==> src/rtl/cmdu_consts.vh <==
// Constants for the cascadable multiply/divide unit
`ifndef CMDU_CONSTS_VH
`define CMDU_CONSTS_VH

// Register select codes
`define CMDU_SEL_X        2'h0
`define CMDU_SEL_Z        2'h1
`define CMDU_SEL_Y        2'h2
`define CMDU_SEL_CS       2'h3

// Control byte fields
`define CMDU_CTL_OP_LO    0
`define CMDU_CTL_OP_HI    1
`define CMDU_CTL_CLR_Z    2
`define CMDU_CTL_CLR_Y    3
`define CMDU_CTL_UNITS_LO 4
`define CMDU_CTL_UNITS_HI 5
`define CMDU_CTL_SEQ_RST  6
`define CMDU_CTL_PRESC    7

// Operation codes in control bits 1:0
`define CMDU_OP_NONE      2'h0
`define CMDU_OP_MUL       2'h1
`define CMDU_OP_DIV       2'h2

// Status byte
`define CMDU_STAT_OVF     0
`define CMDU_STAT_ZERO    7'h00

// Reset values
`define CMDU_CTRL_RST     8'h00
`define CMDU_WORD_RST     32'h00000000
`define CMDU_BYTE_RST     8'h00
`define CMDU_STEPS_RST    6'h00
`define CMDU_PRESC_RST    3'h0

// Sequence counter value that selects the most significant slice
`define CMDU_SEQ_MSU      2'h3

// Prescaler terminal counts (divide by 1, 2, 4, 8)
`define CMDU_PRESC_DIV1   3'h0
`define CMDU_PRESC_DIV2   3'h1
`define CMDU_PRESC_DIV4   3'h3
`define CMDU_PRESC_DIV8   3'h7

// Operand width masks per unit count
`define CMDU_MASK_1       32'h000000ff
`define CMDU_MASK_2       32'h0000ffff
`define CMDU_MASK_3       32'h00ffffff
`define CMDU_MASK_4       32'hffffffff

`endif

==> src/rtl/cmdu_muldiv_unit.v <==
// Cascade of one to four multiply/divide slices behind an 8-bit port
`timescale 1ns/10ps
`include "cmdu_consts.vh"

// Overview of operation
// - Divide 16N-bit dividend by 8N-bit divisor
// - Multiply two 8N-bit operands into 16N bits
// - One to four slices, 8 bits each
// - Operation ends after 8N plus one pulses
// - Only a control write starts an operation
// - Overflow when upper dividend not below divisor
// - Select lines and strobes pick the access
// - Bytes go most to least significant slice
// - Slice answers when counter matches its position
// - Clear or control bit 6 resets counters
// - Control bit 7 enables the prescaler
// - Prescale by 2, 4 or 8 per count
// - Clear resets counters and shift generator
// - Four slices wrap; fewer need counter reset
// - Divide leaves X, quotient Z, remainder Y
// - Overflow on carry/overflow pin and status
// - Control bit 2 clears Z
// - Multiply X by Z into Y:Z
// - Multiply adds old Y; bit 3 clears Y
// - Carry/overflow pin low on overflow
// - Status bit 0 overflow, others zero
module cmdu_muldiv_unit (
  // Clock, reset, enable
  input  wire       clk_in,
  input  wire       resetn_in,
  input  wire       ce_in,
  // Clear pin, active low
  input  wire       clear_n_in,
  // Register port
  input  wire       chip_enable_in,
  input  wire [1:0] register_select_lines_in,
  input  wire       wr_strobe_in,
  input  wire       rd_strobe_in,
  input  wire [7:0] wdata_in,
  output reg  [7:0] rdata_out,
  // Carry-out/overflow pin of the most significant slice
  output wire       carry_ovf_n_out,
  output wire       carry_ovf_oe_out,
  // Engine state
  output wire       busy_out,
  output reg        shift_pulse_out
);

  // Operand and result words
  reg  [31:0] x_word;
  reg  [31:0] y_word;
  reg  [31:0] z_word;
  reg  [7:0]  ctrl;
  reg         ovf;
  // Per-register sequence counters
  reg  [1:0]  seq_x;
  reg  [1:0]  seq_y;
  reg  [1:0]  seq_z;
  // Shift pulse generator
  reg         busy;
  reg  [5:0]  steps;
  reg  [2:0]  presc_cnt;
  // Clear synchroniser
  reg         clear_n_meta;
  reg         clear_n_sync;

  wire [2:0]  units;
  wire [31:0] mask;
  wire [31:0] msb;
  wire [2:0]  presc_last;
  wire        tick;
  wire [1:0]  op;
  wire        wr_ok;
  wire        rd_ok;
  wire [2:0]  hit_x;
  wire [2:0]  hit_y;
  wire [2:0]  hit_z;
  wire [1:0]  new_units_f;
  wire [31:0] new_y;
  wire [32:0] msum;
  wire [31:0] mul_y;
  wire [31:0] mul_z;
  wire [32:0] dsh;
  wire        dge;
  wire [32:0] ddiff;
  wire [31:0] div_y;
  wire [31:0] div_z;
  wire [31:0] xm;
  wire [31:0] ym;
  wire [31:0] zm;
  wire [31:0] new_mask;

  // one to four slices
  // Unit count from the two-bit field: 0 means one slice
  function [2:0] unit_count;
    input [1:0] f;
    begin
      unit_count = {1'b0, f} + 3'h1;
    end
  endfunction

  function [31:0] width_mask;
    input [2:0] n;
    begin
      case (n)
        3'h1:    width_mask = `CMDU_MASK_1;
        3'h2:    width_mask = `CMDU_MASK_2;
        3'h3:    width_mask = `CMDU_MASK_3;
        default: width_mask = `CMDU_MASK_4;
      endcase
    end
  endfunction

  // Total shift pulses, 8N + 1
  function [5:0] step_total;
    input [2:0] n;
    begin
      step_total = {n, 3'h0} + 6'h1;
    end
  endfunction

  // Slice lookup: bit 2 says a slice sits at this position,
  // bits 1:0 give its byte lane within the word
  function [2:0] slice_hit;
    input [1:0] pos;
    input [2:0] n;
    begin
      slice_hit = {1'b0, pos} + n;
    end
  endfunction

  function [7:0] get_byte;
    input [31:0] w;
    input [1:0]  idx;
    begin
      case (idx)
        2'h0:    get_byte = w[7:0];
        2'h1:    get_byte = w[15:8];
        2'h2:    get_byte = w[23:16];
        default: get_byte = w[31:24];
      endcase
    end
  endfunction

  function [31:0] put_byte;
    input [31:0] w;
    input [1:0]  idx;
    input [7:0]  b;
    begin
      case (idx)
        2'h0:    put_byte = {w[31:8], b};
        2'h1:    put_byte = {w[31:16], b, w[7:0]};
        2'h2:    put_byte = {w[31:24], b, w[15:0]};
        default: put_byte = {b, w[23:0]};
      endcase
    end
  endfunction

  // Byte read through a sequence counter, zero when no slice
  function [7:0] read_lane;
    input [31:0] w;
    input [2:0]  hit;
    begin
      if (hit[2]) begin
        read_lane = get_byte(w, hit[1:0]);
      end else begin
        read_lane = `CMDU_BYTE_RST;
      end
    end
  endfunction

  assign units = unit_count(ctrl[`CMDU_CTL_UNITS_HI:`CMDU_CTL_UNITS_LO]);
  assign mask  = width_mask(units);
  assign msb   = mask & ~(mask >> 1);
  assign op    = ctrl[`CMDU_CTL_OP_HI:`CMDU_CTL_OP_LO];

  // engine works on the active lanes only; a wider earlier
  // setup may have left stale bytes above them
  assign xm    = x_word & mask;
  assign ym    = y_word & mask;
  assign zm    = z_word & mask;

  assign presc_last = !ctrl[`CMDU_CTL_PRESC] ? `CMDU_PRESC_DIV1 :
                      (units == 3'h1)        ? `CMDU_PRESC_DIV2 :
                      (units == 3'h2)        ? `CMDU_PRESC_DIV4 :
                                               `CMDU_PRESC_DIV8;
  // Tick only while an operation runs
  assign tick = busy && (presc_cnt == presc_last);

  // access decode, engine owns the words while busy
  // Accesses during clear are dropped
  assign wr_ok = chip_enable_in && wr_strobe_in && !busy && clear_n_sync;
  assign rd_ok = chip_enable_in && rd_strobe_in && clear_n_sync;

  assign hit_x = slice_hit(seq_x, units);
  assign hit_y = slice_hit(seq_y, units);
  assign hit_z = slice_hit(seq_z, units);

  // Values a control write would take effect with
  assign new_units_f = wdata_in[`CMDU_CTL_UNITS_HI:`CMDU_CTL_UNITS_LO];
  assign new_mask    = width_mask(unit_count(new_units_f));
  assign new_y = wdata_in[`CMDU_CTL_CLR_Y] ? `CMDU_WORD_RST : y_word;

  // conditional add of X onto Y, shift Y:Z right
  // msum[8N] is the carry that drops into Y's top lane (msum[32] with four slices)
  assign msum  = {1'b0, ym} + (zm[0] ? {1'b0, xm} : 33'h0);
  assign mul_y = msum[32:1];
  assign mul_z = (zm >> 1) | (msum[0] ? msb : `CMDU_WORD_RST);

  // shift Y:Z left, conditional subtract of X
  // The bit leaving Y's top lane stays in dsh, so a partial
  // remainder near full range still compares right against X
  assign dsh   = {ym, |(zm & msb)};
  assign dge   = dsh >= {1'b0, xm};
  assign ddiff = dsh - {1'b0, xm};
  assign div_y = (dge ? ddiff[31:0] : dsh[31:0]) & mask;
  assign div_z = ((zm << 1) & mask) | {31'h0, dge};

  assign carry_ovf_n_out  = ~ovf;
  // Output enable tracks chip enable like a three-state driver
  assign carry_ovf_oe_out = chip_enable_in;
  assign busy_out         = busy;

  // Clear pin synchroniser
  // Resets low: block stays cleared two edges past reset
  always @(posedge clk_in or negedge resetn_in) begin
    if (!resetn_in) begin
      clear_n_meta <= 1'b0;
      clear_n_sync <= 1'b0;
    end else if (ce_in) begin
      clear_n_meta <= clear_n_in;
      clear_n_sync <= clear_n_meta;
    end
  end

  // Read data, one cycle after the read strobe
  always @(posedge clk_in or negedge resetn_in) begin
    if (!resetn_in) begin
      rdata_out <= `CMDU_BYTE_RST;
    end else if (ce_in) begin
      rdata_out <= `CMDU_BYTE_RST;
      if (rd_ok) begin
        case (register_select_lines_in)
          `CMDU_SEL_X: rdata_out <= read_lane(x_word, hit_x);
          `CMDU_SEL_Z: rdata_out <= read_lane(z_word, hit_z);
          `CMDU_SEL_Y: rdata_out <= read_lane(y_word, hit_y);
          default:     rdata_out <= {`CMDU_STAT_ZERO, ovf};
        endcase
      end
    end
  end

  // Registers, sequence counters and shift engine
  always @(posedge clk_in or negedge resetn_in) begin
    if (!resetn_in) begin
      x_word          <= `CMDU_WORD_RST;
      y_word          <= `CMDU_WORD_RST;
      z_word          <= `CMDU_WORD_RST;
      ctrl            <= `CMDU_CTRL_RST;
      ovf             <= 1'b0;
      seq_x           <= `CMDU_SEQ_MSU;
      seq_y           <= `CMDU_SEQ_MSU;
      seq_z           <= `CMDU_SEQ_MSU;
      busy            <= 1'b0;
      steps           <= `CMDU_STEPS_RST;
      presc_cnt       <= `CMDU_PRESC_RST;
      shift_pulse_out <= 1'b0;
    end else if (ce_in) begin
      // Pulse output trails the engine tick by one cycle
      shift_pulse_out <= tick;
      if (!clear_n_sync) begin
        // clear resets counters and shift generator
        seq_x      <= `CMDU_SEQ_MSU;
        seq_y      <= `CMDU_SEQ_MSU;
        seq_z      <= `CMDU_SEQ_MSU;
        busy       <= 1'b0;
        steps      <= `CMDU_STEPS_RST;
        presc_cnt  <= `CMDU_PRESC_RST;
        ctrl[`CMDU_CTL_OP_HI:`CMDU_CTL_OP_LO] <= `CMDU_OP_NONE;
      end else if (busy) begin
        if (tick) begin
          presc_cnt <= `CMDU_PRESC_RST;
          // 8N + 1 pulses, first one only sets up
          steps <= steps - 6'h1;
          if (steps == 6'h1) begin
            busy <= 1'b0;
          end
          // X never written by the engine
          if (steps != step_total(units)) begin
            if (op == `CMDU_OP_MUL) begin
              y_word <= mul_y;
              z_word <= mul_z;
            end else begin
              y_word <= div_y;
              z_word <= div_z;
            end
          end
        end else begin
          presc_cnt <= presc_cnt + 3'h1;
        end
      end else if (rd_ok) begin
        // reads walk down the slices and wrap
        case (register_select_lines_in)
          `CMDU_SEL_X: seq_x <= seq_x - 2'h1;
          `CMDU_SEL_Z: seq_z <= seq_z - 2'h1;
          `CMDU_SEL_Y: seq_y <= seq_y - 2'h1;
          default:     seq_x <= seq_x;
        endcase
      end else if (wr_ok) begin
        case (register_select_lines_in)
          `CMDU_SEL_X: begin
            if (hit_x[2]) begin
              x_word <= put_byte(x_word, hit_x[1:0], wdata_in);
            end
            // Counter runs 3, 2, 1, 0 then wraps to 3
            seq_x <= seq_x - 2'h1;
          end
          `CMDU_SEL_Z: begin
            if (hit_z[2]) begin
              z_word <= put_byte(z_word, hit_z[1:0], wdata_in);
            end
            seq_z <= seq_z - 2'h1;
          end
          `CMDU_SEL_Y: begin
            if (hit_y[2]) begin
              y_word <= put_byte(y_word, hit_y[1:0], wdata_in);
            end
            seq_y <= seq_y - 2'h1;
          end
          default: begin
            // Clears below land before the engine's first step
            ctrl <= wdata_in;
            if (wdata_in[`CMDU_CTL_SEQ_RST]) begin
              seq_x <= `CMDU_SEQ_MSU;
              seq_y <= `CMDU_SEQ_MSU;
              seq_z <= `CMDU_SEQ_MSU;
            end
            if (wdata_in[`CMDU_CTL_CLR_Z]) begin
              z_word <= `CMDU_WORD_RST;
            end
            if (wdata_in[`CMDU_CTL_CLR_Y]) begin
              y_word <= `CMDU_WORD_RST;
            end
            // overflow latched on every control load
            // A zero divisor flags overflow too; results are junk then
            ovf <= (wdata_in[`CMDU_CTL_OP_HI:`CMDU_CTL_OP_LO] ==
                    `CMDU_OP_DIV) &&
                   ((new_y & new_mask) >= (x_word & new_mask));
            // start only from a control write
            if ((wdata_in[`CMDU_CTL_OP_HI:`CMDU_CTL_OP_LO] ==
                 `CMDU_OP_MUL) ||
                (wdata_in[`CMDU_CTL_OP_HI:`CMDU_CTL_OP_LO] ==
                 `CMDU_OP_DIV)) begin
              busy      <= 1'b1;
              steps     <= step_total(unit_count(new_units_f));
              presc_cnt <= `CMDU_PRESC_RST;
            end
          end
        endcase
      end
    end
  end

endmodule

==> config.mk <==
export PLATFORM = sky130hd
export DESIGN_NAME = cmdu_muldiv_unit
export DESIGN_NICKNAME = d
export VERILOG_FILES = /design/src/rtl/cmdu_muldiv_unit.v
export VERILOG_INCLUDE_DIRS = /design/src /design/src/rtl
export SDC_FILE = /design/constraint.sdc
export NUM_CORES = 1
export LEC_CHECK = 0
export BUFFER_PORTS_ARGS = -buffer_cell sky130_fd_sc_hd__clkbuf_2
export CORE_UTILIZATION = 40
export DETAILED_ROUTE_END_ITERATION = 8
export SLEW_MARGIN = 20
export SYNTH_ARGS = -nofsm -noshare
export SYNTH_HDL_FRONTEND = slang
export SYNTH_SLANG_ARGS = --single-unit
==> constraint.sdc <==
create_clock -name clk_in -period 8.4 [get_ports clk_in]
set_input_delay 1.26 -clock clk_in [delete_from_list [all_inputs] [get_ports clk_in]]
set_output_delay 1.26 -clock clk_in [all_outputs]
set_load 0.05 [all_outputs]
Word level (Yosys, flattened, before mapping)

Cells that the tools add are included.

Latch bits: 0
RAM bits: 0
Memories kept: 0
Flip-flop bits (word level): 132
Word-level logic and storage cells: 240
Bits of input ports: 17
Output and inout port bits: 12
ROM bits: 0

Divide/modulo/power cells: 0
Shift operators: 0
Equal/unequal tests: 58
$lt $le $gt $ge: 2
Multipliers: 0
Add/subtract/negate cells: 14
Bitwise gates (word level): 19
Muxes and demuxes: 83
Reduce and logical (&&, ||, !) cells: 39

Operator list:

| cell                                          | number |
|---|---|
| 2-to-1 mux 32 bit                             | 19 |
| one-hot mux 32 bit (3 select lines)           | 5 |
| AND 32 bit                                    | 9 |
| one-hot mux 32 bit (2 select lines)           | 2 |
| one-hot mux 8 bit (3 select lines)            | 4 |
| != test 3 x 2 -> 1 bit, second input constant | 18 |
| AND reduction 12 bit                          | 4 |
| AND reduction 11 bit                          | 4 |
| 2-to-1 mux 2 bit                              | 21 |
| 2-to-1 mux 6 bit                              | 7 |
| AND reduction 10 bit                          | 4 |
| adder 32 x 32 -> 33 bit                       | 1 |
| greater-or-equal comparator 33 x 32 -> 1 bit  | 1 |
| greater-or-equal comparator 32 bit            | 1 |
| 2-to-1 mux 8 bit                              | 4 |
| inverter 31 -> 32 bit                         | 1 |
| bitwise OR 31 x 32 -> 32 bit                  | 1 |
| bitwise OR 32 x 1 -> 32 bit                   | 1 |
| OR reduction 32 bit                           | 1 |
| subtractor 32 bit                             | 1 |
| 2-to-1 mux 3 bit                              | 10 |
| != test 3 bit, second input constant          | 10 |
| AND reduction 6 bit                           | 5 |
| adder 6 x 1 -> 6 bit, second input constant   | 2 |
| other kinds (27)                              | 79 |

Logic depth before layout (Yosys ltp)

Gate-level depths: netlist of run 1.

Depth in word-level cells: 14
Gate-level depth with buffers: 18
Mapped depth without buffers: 17

Worst setup path after synthesis of run 1

No wires, ideal clock.

Kind: reg-to-reg
From: register ctrl[5]
To: register y_word[10]
Library setup time: 0.126 ns
Period minus slack after synthesis: 4.119 ns
Required time: 8.274 ns
Setup slack: 4.281 ns
Cell stages (with the launch flop): 18
Path buffers: 4
Data arrival time: 3.994 ns
Path through: dfrtp_1 clkbuf_1 inv_1 ha_1 clkbuf_1 clkbuf_1 nand2b_1 ha_1 and3_4 and2_1 a221o_1 a221oi_2 nand2b_4 nand3_4 buf_6 mux2_4 a221oi_1 nor2_1

Word-level cells in the longest chain between the ends: 14
Elaborated cells between the ends (all ways): 40
Classes of those cells: 5 x add/sub; 1 x order compare; 13 x eq/ne; 10 x mux; 7 x bitwise; 4 x reduce/logical

Ends and longest elaborated chain:

| element                                                                           | RTL line                                       | text |
|---|---|---|
| start: declaration                                                                | cmdu_muldiv_unit.v:53                          | `reg [7:0] ctrl;` |
| start signal: assignment                                                          | cmdu_muldiv_unit.v:259                         | `` ctrl <= `CMDU_CTRL_RST; `` |
| start signal: indexed assignment                                                  | cmdu_muldiv_unit.v:279                         | `` ctrl[`CMDU_CTL_OP_HI:`CMDU_CTL_OP_LO] <= `CMDU_OP_NONE; `` |
| start signal: assignment                                                          | cmdu_muldiv_unit.v:332                         | `ctrl <= wdata_in;` |
| adder 2 x 1 -> 3 bit *                                                            | cmdu_muldiv_unit.v:98                          | `unit_count = {1'b0, f} + 3'h1;` |
| == test 3 x 2 -> 1 bit (tied with other cells)                                    | cmdu_muldiv_unit.v:105                         | `case (n)` |
| one-hot mux 32 bit (3 select lines)                                               | cmdu_muldiv_unit.v:105                         |  |
| inverter 31 -> 32 bit                                                             | cmdu_muldiv_unit.v:174                         | `assign msb = mask & ~(mask >> 1);` |
| AND 32 bit                                                                        | cmdu_muldiv_unit.v:174                         |  |
| AND 32 bit                                                                        | cmdu_muldiv_unit.v:213                         | `assign dsh = {ym, \|(zm & msb)};` |
| OR reduction 32 bit                                                               | cmdu_muldiv_unit.v:213                         |  |
| subtractor 32 bit or greater-or-equal comparator 33 x 32 -> 1 bit (tied branches) | cmdu_muldiv_unit.v:215, cmdu_muldiv_unit.v:214 |  |
| 2-to-1 mux 32 bit                                                                 | cmdu_muldiv_unit.v:216                         | `assign div_y = (dge ? ddiff[31:0] : dsh[31:0]) & mask;` |
| AND 32 bit                                                                        | cmdu_muldiv_unit.v:216                         |  |
| 2-to-1 mux 32 bit                                                                 | cmdu_muldiv_unit.v:290                         | `` if (op == `CMDU_OP_MUL) begin `` |
| 2-to-1 mux 32 bit                                                                 | cmdu_muldiv_unit.v:289                         | `if (steps != step_total(units)) begin` |
| 2-to-1 mux 32 bit                                                                 | cmdu_muldiv_unit.v:281                         | `if (tick) begin` |
| 2-to-1 mux 32 bit                                                                 | cmdu_muldiv_unit.v:280                         | `end else if (busy) begin` |
| end signal: assignment                                                            | cmdu_muldiv_unit.v:291                         | `y_word <= mul_y;` |
| end signal: assignment                                                            | cmdu_muldiv_unit.v:294                         | `y_word <= div_y;` |
| end signal: assignment                                                            | cmdu_muldiv_unit.v:326                         | `y_word <= put_byte(y_word, hit_y[1:0], wdata_in);` |
| end: declaration                                                                  | cmdu_muldiv_unit.v:51                          | `reg [31:0] y_word;` |

Every way passes the cells marked *; elsewhere a longest branch is shown, timed or not. The select of a mux whose other input is x is not followed.
A chain may end at the register's enable or synchronous reset.

Worst setup path in the final report of run 1

From: register ctrl[5]
To: register y_word[27]

The elaborated chain is that of the path after synthesis.

==> results of run 1 <==
## final cells by class
class / instances / area [um^2] / area share
antenna: 1 / 2.502 / 0.0001747
clock buffer: 20 / 466.7 / 0.03258
clock inverter: 12 / 155.1 / 0.01083
inverter: 51 / 191.4 / 0.01336
multi-input combinational: 1318 / 9449 / 0.6596
sequential: 129 / 3236 / 0.2259
tap: 442 / 553.0 / 0.03861
timing repair buffer: 42 / 271.5 / 0.01895
## synth_stat cells, types with 16 or more instances
cell type	number	area, um^2
nor2_1	69	259.0
and2_1	67	419.2
mux2_2	36	405.4
o21ai_0	144	720.7
and3_1	36	225.2
a211oi_1	16	120.1
a21oi_1	135	675.7
a21o_1	25	187.7
nor3_1	19	95.09
mux2i_1	28	280.3
xnor2_1	35	306.5
nor2b_1	30	187.7
a31oi_1	26	162.7
o22a_1	28	245.2
xor2_1	20	175.2
nand3_1	49	245.2
ha_1	116	1451
a22oi_1	16	120.1
mux4_2	24	540.5
o211ai_1	19	142.6
nand2b_1	39	244.0
clkbuf_1	67	251.5
nand2_1	158	593.1
inv_1	51	191.4
dfrtp_1	123	3078
## critical path, cell delays in order, from the launching register on
cell	delay, ps
dfrtp_1	750
inv_1	200
ha_1	300
buf_4	250
nor2b_1	450
and2_1	200
ha_1	230
nand2_1	70
o21ai_0	410
nor3_1	120
a211oi_1	640
a31oi_1	260
a21oi_1	410
a31oi_1	220
and4b_1	210
or3_1	310
## cells by family after synthesis
kind of cell | Yosys count
and+or+nand+nor | 525
DFF | 129
adders and majority gates | 121
muxes | 97
xor gates and xnor gates | 55
AOI/OAI and AO/OA | 520
buffers and inverters | 145
## flip-flops by register name, indices dropped and copies added (netlist names)
signal           flops
ovf                  1
presc_cnt            3
y_word              32
steps                6
rdata_out            8
seq_x                2
seq_y                2
seq_z                2
busy_out             1
ctrl                 5
clear_n_sync         1
z_word              32
x_word              32
shift_pulse_out      1
clear_n_meta         1
## routing by layer
layer  GRT usage  wire [um]
met1      0.3917      20710
met2      0.4311      20960
met3     0.06082       4309
met4      0.1160       1755
met5           0          0
## where the power goes
| part | switching, mW | internal [mW] | total [mW] | leakage (nW) |
|---|---|---|---|---|
| combinational | 0.776 | 0.573 | 1.35 | 4.49 |
| sequential | 0.203 | 0.741 | 0.944 | 1.68 |
| clock | 0.315 | 0.491 | 0.806 | 0.302 |
| total | 1.29 | 1.81 | 3.10 | 6.48 |
## final timing paths
path | from | to | slack [ps] | depth (start not counted)
min in group asynchronous | resetn_in | x_word[10] | 790 | 1
worst min-delay path | clear_n_meta | clear_n_meta | 500 | 1
worst min register to register | clear_n_meta | clear_n_meta | 500 | 1
worst max-delay path | ctrl[5] | y_word[27] | 3230 | 15
max in group asynchronous | resetn_in | ctrl[4] | 6520 | 3
worst max register to register | ctrl[5] | y_word[27] | 3230 | 15
## placed cells by master, fill, tap and decap left out, types with 7 or more instances in the layout
cell type / instances
or2_2: 8
clkbuf_2: 27
o31ai_1: 7
a21oi_1: 135
a211oi_1: 16
xnor2_1: 35
nor2_1: 67
and3_1: 36
nand3_1: 49
mux4_2: 24
nand2b_1: 38
xor2_1: 20
a221oi_1: 15
o211ai_1: 19
o21ai_0: 144
o22ai_1: 15
a31oi_1: 26
o22a_1: 28
clkbuf_16: 17
a22oi_1: 16
o21a_1: 10
mux2_2: 36
inv_1: 51
a21o_1: 25
buf_4: 13
nor3_1: 19
dfrtp_1: 123
nand2_1: 158
mux2i_1: 28
ha_1: 116
and2_1: 67
nor2b_1: 30
or3_1: 7
==> flow_results.org, run 1 <==
** Yosys
- Synthesized Nets :: 1730
- Measured against the total synthesized area, the mux share comes to 0.1016.
- Number of flops mapped to enable cells by yosys :: 0
- Simple-Gate Fraction of Synth Area :: 0.2060
- The compound-gate portion of the synthesized area is 0.2506.
- Of the total synthesized cell area, the portion taken by full adders, half adders and majority gates is 0.1171.
- The share of the Yosys chip area taken by registers is 0.2441.
- Synthesis produced 1592 cells.
- A synthesized cell averages 8.325 um^2.
- Fraction of registers with async set or reset after synthesis :: 1.000
- Combinational family with the most area after synthesis :: compound AO/OA/AOI/OAI gates
- Number of distinct library cells after synthesis :: 86
- Yosys warns :: 0
- Of the total synthesized cell area, the portion taken by XOR and XNOR cells is 0.03635.
- Ys flop type :: dfrtp_1
- Cell area after technology mapping :: 13250 um^2
- Post-synthesis register bit count :: 129

** Global routing
- First-pass GRT wire length :: 72.97 mm
- The via count of the first global-routing pass is 11990.
- Entering global routing, the biggest net connects 72 pins.
- For this run, the total global-route usage over all layers was measured as 0.2848.
- The initial antenna violation count is 1.
- Grt total ovfl :: 0

** Timing
- Number of endpoints with negative hold slack in the final report :: 0
- At the pin with the least slew margin, the transition time is 1074 ps.
- Setup violations remaining at the end of the flow were counted as 0.
- The final count of pins violating max slew came to 0.
- Between clock sinks in the finished design, the worst skew comes to 14.33 ps.
- Setup slack of the critical path after layout :: 3235 ps
- Setup repair after global routing left no endpoint under its margin.
- Final Hold Slack :: 499.5 ps
- Measured against its own limit, the worst slew margin works out to 0.2840.
- Tcrit/Tclk final :: 0.6149
- In the final timing run, aggregate negative setup slack is 0 ps.
- Maximum clock rate :: 193.6 MHz
- The clock period could shrink to 5165 ps.

** Clock tree
- Once the clock tree was built, the resizer swapped 0 gates to a different size.
- CTS Hold Bufs :: 0
- The H-tree generated during clock tree synthesis spans 4 levels.
- TritonCTS built the clock tree.
- Buffers added to address setup during post-CTS repair amount to 0.
- The later pin in the worst-skew pair is clocked with a latency of 440 ps.
- Clk Tree Root Cell :: clkbuf_16
- The clock drives 129 sinks.
- The clock passes through at most 2 buffers.
- Clock buffer count from CTS :: 17
- Clock slew at the register clock pins of the worst setup and hold paths :: 60 ps

** Power
- After layout, the design draws a total of 3.099 mW.
- The analysis attributes to cell leakage a power of 6.478 nW.
- Total power divided by cell area :: 216.3 nW/um^2
- IR analysis of the VDD net gives a maximum drop of 0.1627 mV.

** Layout
- At the end of the flow the core is filled with cells to 0.4403.
- The finished layout holds 2015 standard cells, fillers aside.
- Summing all non-filler instances in the final layout gives an area of 14330 um^2.
- Final Net Count :: 1697
- Of the cells placed in the final design, the portion with a size suffix greater than 1 is 0.1094.
- Filler cell count :: 3277
- Area added between synthesis and finish :: 8.091%

** Critical path
- At the worst endpoint, the arrival time is 5480 ps.
- The worst setup path is launched from a register.
- Of all nets on the critical path, the largest fanout is 22.
- By startpoint and endpoint, the worst setup path is classified as reg2reg.
- For the worst setup path, the data required time is 8720 ps.
- Kind of end point of the critical path :: register

** Drt
- For this run, design rule violations remaining after detail routing come to 0.
- The first TritonRoute pass finished after 5 iterations.
- Overall routed net length :: 47.74 mm
- The first routing iteration left 1364 violations.
- In the routed layout, each cell is associated on average with a via count of 6.364.
- After detailed routing, the average wire length per cell comes to 23.69 um.
- Via total after detailed routing :: 12820
- The detail route stage leaves a number of antenna-violating nets equal to 0.

** Status
- The run finished with clean final reports.

** Die
- Die span in x :: 184.0 um
- Placement Rows :: 66
- Die H :: 184.0 um
- Number of top-level design ports :: 29
- The die covers 33860 um^2.
- The floorplan step defined a core boundary enclosing 32540 um^2.
- For this configuration, the core starts out at a cell density of 0.4073.

** Place
- At the placement stage, the worst setup path has a slack of 3265 ps.
- Placed Instances :: 1981
- The wire-length estimate of the detail-placed layout is 34.49 mm.
- Post-Place Cell Area :: 13670 um^2
- Routability-driven placement congestion ratio :: 0.9581
- Port buffering added 28 buffers.

** Run
- Number of max-cap violations :: 0

** Hold path
- Worst min-delay path category :: reg2reg
No activity file was read; power rests on OpenSTA's default activity.
==> inputs of run 2 (changes only) <==
Settings changed: ABC_AREA set to 1.
Clock period 8.4 ns to 5.35 ns, I/O delays scaled along.
==> run 2 against run 1 <==
First-iteration DRC count is 36% higher. Via count is 25% higher. Maximum frequency rose by 17%. Cell count rose by 36%. Synthesized area is 7.8% higher. Critical path type unchanged. Critical endpoint is now y_word[28].
==> flow_results.org, run 2 <==
** Status
- Result of the run :: complete, no violations

** Layout
- The area growth from synthesis to layout is 7.453%.
- In the layout the commonest cells are 665 x nand2_1, 302 x inv_1, 192 x nor2_1.
- The cell area after layout was 15350 um^2 (+7.2%).
- Total area of multi-input combinational cells :: 9507 um^2 (+0.61%)
- Leaving out fill and tap cells, the most frequent cell in the layout is nand2_1.
- The share of post-route cells with drive strength above 1 came to 0.05323 (-0.05619).
- The filler cell count was 3840 (+17%).
- Top flop regs :: x_word (32), y_word (32), z_word (32)
- Antenna cells :: 0 (-1)
- Storage cell area :: 3237 um^2 (about the same)
- The number of nets in the layout was 2417 (+42%).

** Yosys
- For this run, the leading register cell type out of synthesis is dfrtp_1.
- The synthesized net count came to 2433 (+41%).
- Most frequently used cell type in the post-synthesis netlist :: nand2_1
- Yosys attributes the largest share of cell area to dfrtp_1 22%, nand2_1 17%, ha_1 10%.
- Syn Inst Count :: 2295 (+44%)
- Cell area after technology mapping :: 14290 um^2 (+7.8%)
- The post-synthesis average cell area was 6.225 um^2 (-25%).
- Portion of synthesized cell area occupied by the leading cell type :: 0.2154 (-0.01680)
- Top cell types by occurrence after synthesis :: 665 x nand2_1, 303 x inv_1, 193 x nor2_1
- Fraction of registers with async set or reset after synthesis :: 1.000 (unchanged)
- The share of the yosys chip area belonging to registers was 0.2265 (-0.01766).
- Biggest area consumer among synthesized cells :: dfrtp_1
- The post-synthesis sequential element count came to 129 (unchanged).
- The count of distinct cell types in the synthesized netlist was 60 (-30%).
- The number of enable flip-flop cells after synthesis was 0 (unchanged).
- The warning count from the yosys run was 0 (unchanged).

** Timing
- The final count of pins violating max slew was 0 (unchanged).
- The sum of negative setup slack was 0 ps (unchanged).
- Worst slew pin tran :: 1160 ps (+86.01 ps)
- The time the final worst path needs with I/O delays and setup was 4424 ps (-741.1 ps).
- Setup repair after global routing left no endpoint under its margin.
- Max transition margin :: 0.2238 (-0.06020)
- Maximum clock rate :: 226.0 MHz (+17%)
- The total of endpoints with negative setup slack in the final report came to 0 (unchanged).
- The hold violation total from the final report was 0 (unchanged).
- The clock skew after layout is 9.820 ps (-4.509 ps).
- Tcrit/Tclk final :: 0.8269 (+0.2120)
- Final Hold Slack :: 378.7 ps (-120.8 ps)

** Drt
- Overall routed net length :: 61.90 mm (+30%)
- Vias per inst :: 5.851 (-8.1%)
- Number of detailed-route iterations in the first pass :: 5 (unchanged)
- The total number of vias was 16070 (+25%).
- Drt drc :: 0 (unchanged)
- The number of DRC markers after the initial detailed-route iteration is 1855 (+36%).
- WL per Instance :: 22.53 um (-4.9%)
- Count of antenna-violating nets left after detailed routing :: 0 (unchanged)

** Power
- Post-layout power :: 5.434 mW (+75%)
- Proportion of power drawn by flip-flops and latches :: 0.234 (-0.071)
- Switching power share of the total :: 0.5172 (+0.09988)
- Total power divided by cell area :: 354.0 nW/um^2 (+64%)
- Net Sw Power :: 2.811 mW (+120%)
- The proportion of power drawn by the clock network was 0.225 (-0.035).
- The total leakage power came to 7.823 nW (+21%).
- Power Internal :: 2.623 mW (+45%)
- The maximum vdd drop was 0.2790 mV (+72%).
- Part of the total power dissipated in combinational logic :: 0.541 (+0.106)

** Die
- Die span in x :: 191.0 um (+3.8%)
- The die outline height came to 191.0 um (+3.8%).
- Placement Rows :: 68 (+3.0%)
- The total die area came to 36480 um^2 (+7.7%).
- The placeable core area is 34880 um^2 (+7.2%).
- The effective utilization at floorplan came to 0.4095 (+0.002219).
- Number of top-level design ports :: 29 (unchanged)

** Run
- The number of max-capacitance violations reported is 0 (unchanged).

** Critical path
- The data required time of the critical path came to 5680 ps (-3040 ps).
- STA classifies the critical path startpoint as a register.
- STA classifies the critical path endpoint as a register.
- The largest fanout on the critical path came to 25 (+14%).
- Arr. time, crit path :: 4760 ps (-720 ps)
- The worst setup path is of the reg2reg kind.

** Global routing
- The met2 track demand over resource is 0.5606 (+0.1296).
- Busiest layer in global routing :: met2
- The total routing usage reported by global routing is 0.3446 (+0.05979).
- Via count of the first global-routing pass :: 15270 (+27%)
- The global routing usage on met3 is 0.04167 (-0.01914).
- The global-route wire length before repair came to 93.48 mm (+28%).
- The initial antenna violation count came to 0 (-1).
- The aggregate global routing overflow came to 0 (unchanged).
- The met1 layer usage reported by global route came to 0.4504 (+0.05867).
- Largest net degree at the start of global routing :: 78 (+8.3%)

** Clock tree
- The worst-skew pair later-pin latency came to 440 ps (about the same).
- The number of buffers added for setup after CTS was 0 (unchanged).
- TritonCTS built the clock tree.
- Number of H-tree branching levels :: 4 (unchanged)
- The quantity of gates resized following cts is 0 (unchanged).
- CTS Hold Bufs :: 0 (unchanged)
- The maximum root-to-sink buffer count was 2 (unchanged).
- Clk Tree Root Cell :: clkbuf_16
- Clock buffer count from CTS :: 17 (unchanged)
- Clock slew at the register clock pins of the worst setup and hold paths :: 70 ps (about the same)
- # clock sinks :: 129 (unchanged)

** Hold path
- Worst min-delay path category :: in2async

** Place
- The placed wire-length estimate after detailed placement is 49.67 mm (+44%).
- IO buf count :: 28 (unchanged)
- The final weighted congestion of routability-driven global placement is 1.043 (+8.8%).
- The instance area after placement is 14750 um^2 (+7.9%).
[run 2: cell count changes in the layout (fill, tap and decap cells not counted), moves of 24 or more]
cell      delta
and2_1      -65
and3_1      -36
nor2b_1     -30
inv_1      +251
mux4_2      -24
mux2i_1     -28
nand2_1    +507
mux2_2      -34
nand3_1     +87
nand2b_1    -37
o21ai_0     +37
nor2_1     +125
o22a_1      -28
nor3_1      +36
[run 2: cell families after synthesis]
family / Yosys count / synth area share
mux: 2 / 0.001576
buf+inv: 393 / 0.1086
simple gates: 1113 / 0.3272
fa+ha+maj: 121 / 0.1086
compound gates: 507 / 0.2091
flops: 129 / 0.2265
xor+xnor: 30 / 0.01839
[run 2: metrics by stage]
step	std cells	setup slack, ps	utilization
6_report	2747	925.8	0.4401
5_1_grt	2747	503.8	0.4401
4_1_cts	2747	960.9	0.4401
3_5_place_dp	2715	1007	0.4230
3_3_place_gp	2715	1044	0.4230
2_1_floorplan	2295	2069	-
[run 2: per-layer routing]
layer / vias up / part of all wire
li1: 7597 / -
met2: 760 / 0.46
met1: 7570 / 0.42
met4: 0 / 0.049
met5: - / 0
met3: 146 / 0.072
[run 2: power groups by stage]
| stage | logic [mW] | registers [mW] | clock network (mW) |
|---|---|---|---|
| 2_1_floorplan | 2.00 | 1.22 | 0 |
| 3_3_place_gp | 2.85 | 1.28 | 0 |
| 3_5_place_dp | 2.84 | 1.28 | 0 |
| 4_1_cts | 2.86 | 1.27 | 1.23 |
| 5_1_grt | 3.18 | 1.28 | 1.27 |
| 6_report | 2.94 | 1.27 | 1.23 |
[run 2: path summary, 6_finish.rpt]
| path | slack, ps | to | cells after the start | startpoint |
|---|---|---|---|---|
| min in group clk_in | 480 | clear_n_meta | 2 | clear_n_meta |
| worst min-delay path | 380 | z_word[28] | 1 | resetn_in |
| worst max-delay path | 930 | y_word[28] | 22 | ctrl[4] |
| worst max register to register | 930 | y_word[28] | 22 | ctrl[4] |
| worst min register to register | 480 | clear_n_meta | 2 | clear_n_meta |
| max in group asynchronous | 3730 | y_word[5] | 2 | resetn_in |
[run 2: layout make-up]
type,instances,share of cell area
sequential,129,0.2109
clock buffer,17,0.02771
timing repair buffer,43,0.01687
clock inverter,15,0.01117
inverter,315,0.07702
tap,455,0.03709
multi-input combinational,1773,0.6193
[run 2: critical path, cell delays in order, from the launching register on]
cell	delay [ps]
dfrtp_1	490
ha_1	820
nand2_1	170
o2111ai_1	350
inv_1	100
ha_1	210
inv_1	150
fa_1	310
inv_1	70
nor2_1	100
nor2_1	70
o21ai_0	540
nand2_1	110
nand2_1	130
nand2_1	60
nand2_1	100
nand2_1	70
nand3_1	70
nand3_1	100
nand2_1	80
nand3_1	70
nand2_1	80
nand2_1	60
